<file path="config.mk">
export PLATFORM = sky130hd
export DESIGN_NAME = pbc_basic_control
export DESIGN_NICKNAME = d
export VERILOG_FILES = /design/src/pbc_pkg.sv /design/src/pbc_mii_isolate.sv /design/src/pbc_basic_control.sv
export VERILOG_INCLUDE_DIRS = /design/src
export SDC_FILE = /design/constraint.sdc
export NUM_CORES = 1
export LEC_CHECK = 0
export BUFFER_PORTS_ARGS = -buffer_cell sky130_fd_sc_hd__buf_2
export CAP_MARGIN = 10
export CORE_ASPECT_RATIO = 1.5
export CORE_MARGIN = 2
export CORE_UTILIZATION = 39
export CTS_BUF_LIST = sky130_fd_sc_hd__clkbuf_4 sky130_fd_sc_hd__clkbuf_8 sky130_fd_sc_hd__clkbuf_16
export DETAILED_ROUTE_END_ITERATION = 10
export PLACE_DENSITY = 0.84
export SLEW_MARGIN = 0
export SYNTH_ARGS = -nofsm -noshare
export SYNTH_HDL_FRONTEND = slang
export SYNTH_HIERARCHICAL = 1
export SYNTH_SLANG_ARGS = --single-unit
</file>
<file path="constraint.sdc">
create_clock -name clk -period 1.3 [get_ports clk]
set_input_delay 0.065 -clock clk [delete_from_list [all_inputs] [get_ports clk]]
set_output_delay 0.065 -clock clk [all_outputs]
set_load 0.05 [all_outputs]
</file>
<file path="src/pbc_consts.svh">
`ifndef PBC_CONSTS_SVH
`define PBC_CONSTS_SVH

// ****************************************************************
// Register address and field positions
// ****************************************************************
`define PBC_ADDR_CTRL      5'h00
`define PBC_BIT_SPEED      13
`define PBC_BIT_AN_EN      12
`define PBC_BIT_ISOLATE    10
`define PBC_BIT_RESTART    9
`define PBC_BIT_DUPLEX     8
`define PBC_BIT_COL_TEST   7

// ****************************************************************
// Reset values and strap handling
// ****************************************************************
`define PBC_RST_SPEED      1'h1
`define PBC_RST_AN_EN      1'h1
`define PBC_RST_RESTART    1'h0
`define PBC_RST_DUPLEX     1'h1
`define PBC_RST_COL_TEST   1'h0
`define PBC_RST_ISOLATE    1'h1
`define PBC_ISO_STRAP_ADDR 5'h00
`define PBC_STRAP_WAIT     2'h3

`endif

</file>
<file path="src/pbc_pkg.sv">
`default_nettype none
package pbc_pkg;

  // Request from the serial management engine
  typedef struct packed {
    logic        wrEn;
    logic        rdEn;
    logic [4:0]  addr;
    logic [15:0] wrData;
  } pbc_mgmt_req_s;

  // Outputs of the physical layer core toward the MAC
  typedef struct packed {
    logic       txClk;
    logic       rxClk;
    logic       rxValid;
    logic       rxErr;
    logic [3:0] rxData;
    logic       col;
    logic       crs;
  } pbc_mii_rx_s;

  // Transmit inputs from the MAC
  typedef struct packed {
    logic [3:0] txData;
    logic       txEn;
    logic       txErr;
  } pbc_mii_tx_s;

  // Strap capture sequencing
  typedef enum logic [1:0] {
    PBC_STRAP_WAIT_ST = 2'b00,
    PBC_STRAP_DONE_ST = 2'b01
  } pbc_strap_e;

endpackage : pbc_pkg
`default_nettype wire

</file>
<file path="src/pbc_mii_isolate.sv">
`timescale 1ns/1ps
`default_nettype none
`include "pbc_consts.svh"

module pbc_mii_isolate (
  input  wire logic                 clk,
  input  wire logic                 rst_b,
  input  wire logic                 isolate,
  input  wire logic                 colTest,
  input  wire pbc_pkg::pbc_mii_rx_s coreRx,
  input  wire pbc_pkg::pbc_mii_tx_s macTx,
  output var  pbc_pkg::pbc_mii_rx_s miiOut,
  output logic                      miiOutOe,
  output var  pbc_pkg::pbc_mii_tx_s coreTx
);
  import pbc_pkg::*;

  logic        txEnLive;
  logic        colOut;
  pbc_mii_rx_s nxt_miiOut;
  pbc_mii_tx_s nxt_coreTx;
  logic        oe_ff;
  pbc_mii_rx_s miiOut_ff;
  pbc_mii_tx_s coreTx_ff;

  // ****************************************************************
  // Transmit gating and collision echo
  // ****************************************************************
  // Isolated MAC inputs are dropped before they reach the core
  assign txEnLive   = macTx.txEn & ~isolate;
  assign nxt_coreTx = isolate ? '0 : macTx;
  // Echo enable onto collision; held off while isolated anyway
  assign colOut     = coreRx.col | (colTest & txEnLive);

  // Clocks pass through; only their enable is registered
  always_comb begin
    nxt_miiOut     = coreRx;
    nxt_miiOut.col = colOut;
  end

  // ****************************************************************
  // Output registers
  // ****************************************************************
  // Pin enable low floats every MAC-facing output
  always_ff @(posedge clk or negedge rst_b) begin
    if (!rst_b) begin
      oe_ff     <= 1'h0;
      miiOut_ff <= '0;
      coreTx_ff <= '0;
    end else begin
      oe_ff     <= ~isolate;
      miiOut_ff <= nxt_miiOut;
      coreTx_ff <= nxt_coreTx;
    end
  end

  // Clock pins keep live edges; a registered clock would be useless
  always_comb begin
    miiOut       = miiOut_ff;
    miiOut.txClk = coreRx.txClk;
    miiOut.rxClk = coreRx.rxClk;
  end
  assign miiOutOe = oe_ff;
  assign coreTx   = coreTx_ff;

endmodule : pbc_mii_isolate
`default_nettype wire

</file>
<file path="src/pbc_basic_control.sv">
`timescale 1ns/1ps
`default_nettype none
`include "pbc_consts.svh"

// Behaviour
// Isolated: ignore MAC transmit inputs
// Isolated: float all MII outputs
// Isolated: reference clock and management still work
// Isolated: idle on fast pair, float slow
// Isolated: ignore receive inputs, link disabled
// Zero strapped address resets to isolated
// Restart bit sets, self-clears when negotiation starts
// Restart ignored while negotiation disabled
// Writing restart zero never disturbs negotiation
// Duplex bit selects full or half
// Duplex bit is control, not status
// Collision test echoes transmit enable onto collision
// Reserved bits written zero, read as zero
// Negotiation on overrides speed and duplex bits
module pbc_basic_control (
  input  wire logic                   clk,
  input  wire logic                   rst_b,
  input  wire logic [4:0]             strappedPhyAddress,
  input  wire pbc_pkg::pbc_mgmt_req_s mgmtReq,
  output logic [15:0]                 mgmtRdData,
  output logic                        mgmtRdHit,
  input  wire pbc_pkg::pbc_mii_rx_s   coreRx,
  input  wire pbc_pkg::pbc_mii_tx_s   macTx,
  output var  pbc_pkg::pbc_mii_rx_s   miiOut,
  output logic                        miiOutOe,
  output var  pbc_pkg::pbc_mii_tx_s   coreTx,
  input  wire logic                   refClockIn,
  input  wire logic                   refClockEnable,
  output logic                        refClockOut,
  output logic                        fastTxSendIdle,
  output logic                        slowTxPairOe,
  output logic                        rxInputsIgnore,
  output logic                        linkEnable,
  output logic                        anRestartReq,
  input  wire logic                   anStarted,
  output logic                        anEnable,
  input  wire logic                   negFullDuplex,
  input  wire logic                   negSpeed100,
  output logic                        fullDuplex,
  output logic                        speed100
);
  import pbc_pkg::*;

  // ****************************************************************
  // Declarations
  // ****************************************************************
  logic [4:0]  strapSync1_ff;
  logic [4:0]  strapSync2_ff;
  logic [4:0]  strapSync3_ff;
  logic [1:0]  strapCnt_ff;
  pbc_strap_e  strapSt_ff;
  pbc_strap_e  nxt_strapSt;
  logic        strapStable;
  logic        strapLoad;
  logic        speed_ff;
  logic        anEn_ff;
  logic        isolate_ff;
  logic        restart_ff;
  logic        duplex_ff;
  logic        colTest_ff;
  logic        nxt_restart;
  logic        nxt_isolate;
  logic        ctrlWr;
  logic        ctrlRd;
  logic        restartSet;
  logic [15:0] ctrlView;
  logic [15:0] rdData_ff;
  logic        rdHit_ff;

  // Address decode used by both the write and read paths
  function automatic logic hitsCtrl(input logic [4:0] a);
    hitsCtrl = (a == `PBC_ADDR_CTRL);
  endfunction : hitsCtrl

  // ****************************************************************
  // Strap synchroniser and isolate default capture
  // ****************************************************************
  // Strap pins are asynchronous; three stages, stage 1 feeds stage 2 only
  always_ff @(posedge clk or negedge rst_b) begin
    if (!rst_b) begin
      strapSync1_ff <= 5'h00;
      strapSync2_ff <= 5'h00;
      strapSync3_ff <= 5'h00;
    end else begin
      strapSync1_ff <= strappedPhyAddress;
      strapSync2_ff <= strapSync1_ff;
      strapSync3_ff <= strapSync2_ff;
    end
  end

  // Wait for the pipe to fill so reset zeros are never mistaken for a strap
  always_ff @(posedge clk or negedge rst_b) begin
    if (!rst_b) begin
      strapCnt_ff <= 2'h0;
    end else if (strapCnt_ff != `PBC_STRAP_WAIT) begin
      strapCnt_ff <= strapCnt_ff + 2'h1;
    end
  end

  assign strapStable = (strapSync2_ff == strapSync3_ff);
  assign strapLoad   = (strapSt_ff == PBC_STRAP_WAIT_ST) &&
                       (strapCnt_ff == `PBC_STRAP_WAIT) && strapStable;

  always_comb begin
    case (strapSt_ff)
      PBC_STRAP_WAIT_ST: nxt_strapSt = strapLoad ? PBC_STRAP_DONE_ST
                                                 : PBC_STRAP_WAIT_ST;
      PBC_STRAP_DONE_ST: nxt_strapSt = PBC_STRAP_DONE_ST;
      default:           nxt_strapSt = PBC_STRAP_WAIT_ST;
    endcase
  end

  always_ff @(posedge clk or negedge rst_b) begin
    if (!rst_b) begin
      strapSt_ff <= PBC_STRAP_WAIT_ST;
    end else begin
      strapSt_ff <= nxt_strapSt;
    end
  end

  // ****************************************************************
  // Register writes
  // ****************************************************************
  // Management is never gated by isolate
  assign ctrlWr = mgmtReq.wrEn & hitsCtrl(mgmtReq.addr);
  assign ctrlRd = mgmtReq.rdEn & hitsCtrl(mgmtReq.addr);

  // Held isolated until the strap is known; safer than driving the MII
  always_comb begin
    nxt_isolate = isolate_ff;
    if (strapLoad) begin
      nxt_isolate = (strapSync3_ff == `PBC_ISO_STRAP_ADDR);
    end
    if (ctrlWr) begin
      nxt_isolate = mgmtReq.wrData[`PBC_BIT_ISOLATE];
    end
  end

  // Restart takes effect only with negotiation enabled after the write
  assign restartSet = ctrlWr & mgmtReq.wrData[`PBC_BIT_RESTART] &
                      mgmtReq.wrData[`PBC_BIT_AN_EN];

  // Written zero is ignored; set wins over the start acknowledge
  always_comb begin
    nxt_restart = restart_ff;
    if (anStarted) begin
      nxt_restart = 1'h0;
    end
    if (restartSet) begin
      nxt_restart = 1'h1;
    end
    if (ctrlWr && !mgmtReq.wrData[`PBC_BIT_AN_EN]) begin
      nxt_restart = 1'h0;
    end
  end

  always_ff @(posedge clk or negedge rst_b) begin
    if (!rst_b) begin
      isolate_ff <= `PBC_RST_ISOLATE;
      restart_ff <= `PBC_RST_RESTART;
    end else begin
      isolate_ff <= nxt_isolate;
      restart_ff <= nxt_restart;
    end
  end

  // Plain read-write fields; bits 15:14, 11 and 6:0 are not stored
  always_ff @(posedge clk or negedge rst_b) begin
    if (!rst_b) begin
      speed_ff   <= `PBC_RST_SPEED;
      anEn_ff    <= `PBC_RST_AN_EN;
      duplex_ff  <= `PBC_RST_DUPLEX;
      colTest_ff <= `PBC_RST_COL_TEST;
    end else if (ctrlWr) begin
      speed_ff   <= mgmtReq.wrData[`PBC_BIT_SPEED];
      anEn_ff    <= mgmtReq.wrData[`PBC_BIT_AN_EN];
      duplex_ff  <= mgmtReq.wrData[`PBC_BIT_DUPLEX];
      colTest_ff <= mgmtReq.wrData[`PBC_BIT_COL_TEST];
    end
  end

  // ****************************************************************
  // Register reads
  // ****************************************************************
  // Duplex reads back as written, never the live duplex state
  always_comb begin
    ctrlView                     = 16'h0000;
    ctrlView[`PBC_BIT_SPEED]     = speed_ff;
    ctrlView[`PBC_BIT_AN_EN]     = anEn_ff;
    ctrlView[`PBC_BIT_ISOLATE]   = isolate_ff;
    ctrlView[`PBC_BIT_RESTART]   = restart_ff;
    ctrlView[`PBC_BIT_DUPLEX]    = duplex_ff;
    ctrlView[`PBC_BIT_COL_TEST]  = colTest_ff;
  end

  always_ff @(posedge clk or negedge rst_b) begin
    if (!rst_b) begin
      rdData_ff <= 16'h0000;
      rdHit_ff  <= 1'h0;
    end else begin
      rdData_ff <= ctrlRd ? ctrlView : 16'h0000;
      rdHit_ff  <= ctrlRd;
    end
  end

  assign mgmtRdData = rdData_ff;
  assign mgmtRdHit  = rdHit_ff;

  // ****************************************************************
  // Mode outputs
  // ****************************************************************
  assign anEnable     = anEn_ff;
  assign anRestartReq = restart_ff & anEn_ff;
  // Negotiation result wins while enabled
  assign fullDuplex   = anEn_ff ? negFullDuplex : duplex_ff;
  assign speed100     = anEn_ff ? negSpeed100 : speed_ff;

  // Line side behaviour while isolated
  assign fastTxSendIdle = isolate_ff;
  assign slowTxPairOe   = ~isolate_ff;
  assign rxInputsIgnore = isolate_ff;
  assign linkEnable     = ~isolate_ff;
  // Reference clock follows only its own enable
  assign refClockOut    = refClockIn & refClockEnable;

  // ****************************************************************
  // MII gating
  // ****************************************************************
  pbc_mii_isolate uMiiIsolate (
    .clk      (clk),
    .rst_b    (rst_b),
    .isolate  (isolate_ff),
    .colTest  (colTest_ff),
    .coreRx   (coreRx),
    .macTx    (macTx),
    .miiOut   (miiOut),
    .miiOutOe (miiOutOe),
    .coreTx   (coreTx)
  );

endmodule : pbc_basic_control
`default_nettype wire

</file>
# After elaboration in Yosys (flattened, before gate mapping)
# Cells that the tools add are included.
# totals
inputBits	51
reg_bits	55
# classes
n_bitwise	10
n_addsub	1
n_eq_ne	4
n_mux	11
n_reduce_logical	9
# ops
operator	count
$mux W14	1
$logic_not A5 Y1	2
$and A1 B1 Y1	8
$mux W1	8
$mux W6	1
$eq A5 B5 Y1	1
$logic_and A1 B1 Y1	3
$reduce_bool A3 Y1	1
$add A2 B1 Y2 const B	1
$eq A2 B1 Y1 const B	1
$eq A2 B2 Y1 const B	1
$logic_not A2 Y1	1
$ne A2 B2 Y1 const B	1
$pmux W1 S2	1
$reduce_bool A2 Y1	1
$logic_not A1 Y1	1
$not A1 Y1	1
$or A1 B1 Y1	1

# Depth between registers and ports, before layout
# Gate-level depths: netlist (run 1).
# logic_depth
word_depth	6
ltp_mapped	5

# Hierarchy
# Netlist (run 1), hierarchy kept.
# by_module_without_submodules
mod	instances	seq_area_each_um2	cells_per_inst	area_each_um2
pbc_basic_control	1	780.7	85	1196.1
pbc_mii_isolate	1	375.4	25	454.2

# Worst setup path before layout (run 1)
# OpenSTA, ideal clock, no wires.
# synth_path
path_kind	in2reg
start	in mgmtReq[17] (netlist name)
end	reg isolate_ff (netlist: fastTxSendIdle)
setup_slack_ns	-0.297
required_time_ns	1.216
stages	5
arrival_ns	1.513
n_path_buf	1
path_cell_list	or4_4 or3b_1 buf_6 and4_4 a311o_1
# synth_between
elab_chain_cells	3
# synth_lines
element	line	text
start: declaration	pbc_basic_control.sv:24	input wire pbc_pkg::pbc_mgmt_req_s mgmtReq,
$logic_not A5 Y1 (no line) *	--	
$and A1 B1 Y1 *	pbc_basic_control.sv:130	assign ctrlWr = mgmtReq.wrEn & hitsCtrl(mgmtReq.addr);
$mux W1 or $reduce_bool A2 Y1 (tied branches)	--	
end signal: assignment	pbc_basic_control.sv:164	isolate_ff <= `PBC_RST_ISOLATE;
end signal: assignment	pbc_basic_control.sv:167	isolate_ff <= nxt_isolate;
end: declaration	pbc_basic_control.sv:62	logic isolate_ff;
# Every way passes the cells marked *; elsewhere a longest branch is shown, timed or not.
# A chain may end at the register's enable or synchronous reset.

# Worst setup path after layout (run 1)
# layout_path
start	reg strapSync3_ff[3]
end	reg isolate_ff (netlist: fastTxSendIdle)
# layout_between
elab_chain_cells	3
# layout_lines
element	line	text
start: declaration	pbc_basic_control.sv:54	logic [4:0] strapSync3_ff;
start signal: assignment	pbc_basic_control.sv:92	strapSync3_ff <= strapSync2_ff;
$logic_not A5 Y1 (no line) or $eq A5 B5 Y1 (tied branches)	--	
$mux W1 or $logic_and A1 B1 Y1 (tied branches)	pbc_basic_control.sv:136, pbc_basic_control.sv:106	
$mux W1 or $reduce_bool A2 Y1 (tied branches)	--	
# Several ways; a longest one is shown, not always the timed one. The select of a mux whose other input is x is not followed.

==> results of run 1 <==
## where the power goes
part | switching [mW] | internal [mW] | total (mW)
registers | 0.0717 | 1.57 | 1.64
logic | 0.606 | 0.357 | 0.963
clock network | 0.440 | 0.594 | 1.03
## layer usage
layer | wire length, µm | part of all wire, % | global-route usage, %
met1 | 1150 | 36 | 14.7
met2 | 1750 | 55 | 26.2
met3 | 260 | 8.2 | 5.12
met4 | 29 | 0.91 | 2.75
met5 | 0 | 0 | 0
## state kept, by name, summed over array words and instances, names as in the netlist
signal and flops:
strapSync2_ff 5, uMiiIsolate/miiOut 8, duplex_ff 1, speed_ff 1
restart_ff 1, uMiiIsolate/coreTx 6, colTest_ff 1, mgmtRdHit 1
mgmtRdData 6, uMiiIsolate/miiOutOe 1, anEnable 1, strapCnt_ff 2
strapSync1_ff 5, strapSync3_ff 5, strapSt_ff 1, fastTxSendIdle 1
## final cells by class
| type | count | area (µm²) | share of cell area [%] |
|---|---|---|---|
| well taps | 46 | 57.6 | 2.34 |
| repair buffers | 100 | 686 | 27.9 |
| clock buffers | 6 | 76.3 | 3.11 |
| inverters | 5 | 22.5 | 0.916 |
| multi-input cells | 53 | 418 | 17.0 |
| flip-flops and latches | 46 | 1160 | 47.2 |
| clock inverters | 2 | 37.5 | 1.53 |
## cells by family after synthesis
logic type | count (synthesis)
other | 1
muxes | 7
DFF | 46
adders and majority gates | 1
AOI/OAI and AO/OA | 4
and+or+nand+nor | 25
xor gates and xnor gates | 6
buffers and inverters | 20
## stage by stage
step / setup TNS (ps) / power (mW) / util, % / setup WS (ps) / area, µm²
after global routing: -776 / 3.82 / 59.4 / -186 / 2460
after detailed placement: -2160 / 2.46 / 49.6 / -376 / 2050
after CTS: -523 / 3.67 / 58.9 / -163 / 2440
after floorplan: -915 / 2.29 / - / -272 / 1700
after global placement: -1890 / 2.44 / 49.6 / -338 / 2050
final: -446 / 3.64 / 59.4 / -145 / 2460
## cells in the mapped netlist
master,n
dfrtp_1,42
buf_4,14
and2_1,8
mux2_2,7
and2b_2,5
inv_1,5
dfstp_2,4
xnor2_1,3
xor2_1,3
nand2b_1,2
nor4_1,2
a21o_1,1
a311o_1,1
and4_4,1
buf_6,1
conb_1,1
ha_1,1
nand3_1,1
nor2_1,1
nor2b_2,1
nor3_1,1
nor3b_1,1
o21a_1,1
o22ai_1,1
or3b_1,1
or4_4,1
## cells in the final DEF, fill, tap and decap left out, drive strengths merged, types with 2 or more instances in the layout
cell / instances
buf: 82
dfrtp: 42
dlygate4sd3: 18
conb: 10
and2: 8
mux2: 7
clkbuf: 6
and2b: 5
inv: 4
dfstp: 4
xor2: 3
xnor2: 3
clkinvlp: 2
nand2b: 2
nor4: 2
## worst max-delay path by stage
stage,from,to,cells past startpoint
global route,strapSync3_ff[3],fastTxSendIdle,4
global placement,mgmtReq[17],anEnable,5
finish,strapSync3_ff[3],fastTxSendIdle,4
CTS,strapSync3_ff[3],fastTxSendIdle,4
detailed placement,mgmtReq[17],fastTxSendIdle,5
floorplan,mgmtReq[17],fastTxSendIdle,5
## what timing repair did
action                                  in CTS  in global routing
pin swaps                                    1                  2
endpoints found under the setup margin      13                 11
resized for setup                           21                  2
buffers inserted                             5                  0
endpoints found under the hold margin       29                  1
hold buffers                                17                  1
==> impl_metrics.env, run 1 <==
export IMPL_finalNetCount=263
export IMPL_clock_insertion_delay_worst_skew_ps=290
export IMPL_grt_pass1_wl_um=5200
export IMPL_finalWeightedCongestion=0.648
export IMPL_final_setup_worst_slack_ps=-145
export IMPL_detailed_route_drc_error_count=0
export IMPL_dr_pass1_iters=2
export IMPL_cap_viol_max_count=0
export IMPL_synth_top_family_by_area="simple AND/OR/NAND/NOR gates"
export IMPL_sequential_element_share_of_the_synthesized_area_pct=70.1
export IMPL_routed_wirelength_um=3190
export IMPL_syn_inst=110
export IMPL_n_antenna_cell=0
export IMPL_yosys_warning_total=6
export IMPL_die_h_um=83.7
export IMPL_placement_rows=29
export IMPL_layout_drive_gt1_share_pct=53.3
export IMPL_skew_ps=4.54
export IMPL_number_of_antenna_violations_at_the_first_check_in_global_routing=0
export IMPL_post_synth_cell_area_avg_um2=15.0
export IMPL_area_growth_pct=48.9
export IMPL_cts_clk_slew_worst_paths_ps=80
export IMPL_cp_required_ps=1520
export IMPL_clock_tree_buffer_depth=2
export IMPL_tritoncts_num_buffers=5
export IMPL_unrepaired_setup_endpoints_after_global_routing="true"
export IMPL_timing_critical_path_slowest_cell_delay_ps=390
export IMPL_ant_nets=0
export IMPL_finalCritPeriodShare_pct=111
export IMPL_dr_total_vias=1131
export IMPL_critPathCaptureType="flip-flop"
export IMPL_routed_via_density=4.38
export IMPL_report_final_slew_viol_count=0
export IMPL_criticalPathCategory="reg -> reg"
export IMPL_grt_usage_pct=14.1
export IMPL_min_period_ps=1450
export IMPL_ctsRootBufferMaster="clkbuf_8"
export IMPL_leakagePower_nw=1.24
export IMPL_grt_overflow_total=0
export IMPL_vdd_ir_drop_max_mv=1.22
export IMPL_start_util_pct=39.9
export IMPL_post_synth_main_area_contributors="dfrtp_1, buf_4, dfstp_2, mux2_2, and2_1"
export IMPL_timing_hold_worst_endpoint="uMiiIsolate/coreTx[4]"
export IMPL_synth_compound_area_share_pct=1.90
export IMPL_violations="negative setup slack"
export IMPL_placed_wire_length_estimate_um=2180
export IMPL_holdPathStages=2
export IMPL_routed_wire_length_per_instance_um=12.3
export IMPL_outcome="finished with violations"
export IMPL_cp_start_kind="flip-flop"
export IMPL_core_area_um2=4140
export IMPL_area_of_the_die_um2=4780
export IMPL_r2r_end="fastTxSendIdle"
export IMPL_finalNonFillerCells=258
export IMPL_synthesis_area_um2=1650
export IMPL_yosysUniqueCellTypes=26
export IMPL_ff2ff_setup_slack_ps=-150
export IMPL_hold_start="macTx[4]"
export IMPL_synthXorXnorAreaFrac_pct=3.18
export IMPL_yosysTopAreaCellShare_pct=63.7
export IMPL_reg2regPathDepth=4
export IMPL_critical_path_slowest_cell="dfrtp_1"
export IMPL_synth_seq_cells=46
export IMPL_multiplexer_area_fraction_after_synthesis_pct=4.78
export IMPL_fp_dieW_um=57.1
export IMPL_grt_max_degree=20
export IMPL_cts_sink_count=46
export IMPL_fillerInstances=332
export IMPL_post_place_cells=227
export IMPL_critPathTopFamily="simple AND/OR/NAND/NOR gates"
export IMPL_cts_tree="built"
export IMPL_drtIter0Drc=4
export IMPL_first_global_vias=1208
export IMPL_p_per_area_nw_per_um2=1480
export IMPL_final_setup_vio_count=6
export IMPL_design_portCount=94
export IMPL_critical_path_arrival_ps=1660
export IMPL_max_clock_freq_mhz=692
export IMPL_cp_cell_sequence="xor2_1, nor4_2, nand3_1, a311o_1"
export IMPL_h_tree_depth=2
export IMPL_worst_hold_slack_ps=10.9
export IMPL_yosys_area_share_adder_pct=0.758
export IMPL_synth_top_area_cell="dfrtp_1"
export IMPL_report_final_hold_viol_count=0
export IMPL_path_max_fanout=2
export IMPL_hold_path_class="in -> reg"
export IMPL_synth_simple_gate_area_share_pct=10.9
export IMPL_worst_path_buf_inv=0
export IMPL_portBuffers=69
export IMPL_regToRegStartpoint="strapSync3_ff[3]"
Power figures use the tool's default switching activity.
==> inputs of run 2 (changes only) <==
Settings changed: SKIP_CTS_REPAIR_TIMING from default to 1.
==> run 2 against run 1 <==
Effect of this change:
- the flow still finishes with violations (negative setup slack)
- via count is 0.80% lower
- flip-flop and latch count did not move
- core utilization is 0.24 points lower
- cell count decreased by 0.39%
- total power down 0.43%
- global-route usage fell by 2.2 points
- final area is 0.41% lower
- count of clock-buffer cells in the layout is the same
- sequential share of layout area grew 0.19 points
==> impl_metrics.env, run 2 (synthesis results as in run 1) <==
export IMPL_dr_pass1_iters=2
export IMPL_criticalPathCategory="reg -> reg"
export IMPL_drtIter0Drc=4
export IMPL_leakagePower_nw=1.23
export IMPL_outcome="finished with violations"
export IMPL_detailed_route_drc_error_count=0
export IMPL_finalNetCount=262
export IMPL_finalWeightedCongestion=0.648
export IMPL_start_util_pct=39.9
export IMPL_reg2regPathDepth=4
export IMPL_max_clock_freq_mhz=692
export IMPL_grt_overflow_total=0
export IMPL_cp_required_ps=1520
export IMPL_violations="negative setup slack"
export IMPL_fp_dieW_um=57.1
export IMPL_cts_tree="built"
export IMPL_die_h_um=83.7
export IMPL_layout_drive_gt1_share_pct=53.1
export IMPL_critical_path_arrival_ps=1660
export IMPL_vdd_ir_drop_max_mv=1.23
export IMPL_clock_insertion_delay_worst_skew_ps=290
export IMPL_routed_wire_length_per_instance_um=12.3
export IMPL_number_of_flip_flops_in_the_largest_register=8
export IMPL_final_setup_worst_slack_ps=-145
export IMPL_report_power_total_mw=3.63
export IMPL_timing_hold_worst_endpoint="colTest_ff"
export IMPL_grt_max_degree=20
export IMPL_unrepaired_setup_endpoints_after_global_routing="true"
export IMPL_p_per_area_nw_per_um2=1480
export IMPL_tritoncts_num_buffers=5
export IMPL_area_growth_pct=48.3
export IMPL_skew_ps=4.59
export IMPL_h_tree_depth=2
export IMPL_clock_tree_buffer_depth=2
export IMPL_layout_cells_most_common="buf_2"
export IMPL_dr_total_vias=1122
export IMPL_design_portCount=94
export IMPL_regToRegStartpoint="strapSync3_ff[3]"
export IMPL_placed_area_um2=2050
export IMPL_ff2ff_setup_slack_ps=-140
export IMPL_final_cell_mix="buf_2, dfrtp_1, dlygate4sd3_1"
export IMPL_n_antenna_cell=0
export IMPL_cap_viol_max_count=0
export IMPL_grt_usage_pct=11.8
export IMPL_cts_sink_count=46
export IMPL_hold_path_class="in -> reg"
export IMPL_r2r_end="fastTxSendIdle"
export IMPL_worst_hold_slack_ps=11.8
export IMPL_grt_pass1_wl_um=4370
export IMPL_final_cell_area_um2=2450
export IMPL_placement_rows=29
export IMPL_finalCritPeriodShare_pct=111
export IMPL_critPathCaptureType="flip-flop"
export IMPL_ctsRootBufferMaster="clkbuf_8"
export IMPL_ant_nets=0
export IMPL_number_of_antenna_violations_at_the_first_check_in_global_routing=0
export IMPL_worst_slack_at_placement_ps=-376
export IMPL_finalCoreUtilization_pct=59.2
export IMPL_min_period_ps=1440
export IMPL_report_final_slew_viol_count=0
export IMPL_routed_via_density=4.37
export IMPL_hold_start="mgmtReq[7]"
export IMPL_report_final_hold_viol_count=0
export IMPL_path_max_fanout=2
export IMPL_first_global_vias=1053
export IMPL_core_area_um2=4140
export IMPL_portBuffers=69
export IMPL_holdPathStages=2
export IMPL_placed_wire_length_estimate_um=2180
export IMPL_cp_start_kind="flip-flop"
export IMPL_final_setup_vio_count=8
export IMPL_cts_clk_slew_worst_paths_ps=80
export IMPL_routed_wirelength_um=3170
export IMPL_area_of_the_die_um2=4780
-- run 2: metal layers --
metal  GRT usage, %  vias to the layer above  part of all wire [%]
met5              0                        -                     0
met4           2.75                        0                  0.51
met3           4.81                        2                   8.1
met2           20.5                       54                    56
met1           13.4                      539                    35
li1               -                      527                     -
-- run 2: critical path, cell delays in order, from the launching register on --
cell	delay (ps)
dfrtp_1	390
xor2_1	180
nor4_2	320
nand3_1	150
a311o_1	340
-- run 2: cell type report --
| type | instances | area [µm²] |
|---|---|---|
| fillers | 335 | 1690 |
| well taps | 46 | 57.6 |
| flip-flops and latches | 46 | 1160 |
| inverters | 5 | 22.5 |
| repair buffers | 99 | 678 |
| multi-input cells | 53 | 415 |
| clock buffers | 6 | 76.3 |
| clock inverters | 2 | 37.5 |
-- run 2: how the worst max path moves through the flow --
stage                          start              to  slack (ps)  cells past startpoint
floorplan                mgmtReq[17]  fastTxSendIdle        -270                      5
global placement         mgmtReq[17]        anEnable        -340                      5
detailed placement       mgmtReq[17]  fastTxSendIdle        -380                      5
CTS                 strapSync3_ff[3]  fastTxSendIdle        -220                      4
global route        strapSync3_ff[3]  fastTxSendIdle        -190                      4
finish              strapSync3_ff[3]  fastTxSendIdle        -140                      4
-- run 2: per-stage QoR --
stage	std cells	TNS, ps
final	257	-495
after global routing	257	-887
after CTS	235	-1230
after detailed placement	227	-2160
after global placement	227	-1890
after floorplan	119	-915
-- run 2: power breakdown --
part | switching, mW | leakage [nW] | internal (mW) | total [mW]
sequential | 0.0711 | 0.545 | 1.57 | 1.64
clock | 0.441 | 0.0548 | 0.594 | 1.03
combinational | 0.598 | 0.634 | 0.350 | 0.948
total | 1.11 | 1.23 | 2.52 | 3.63
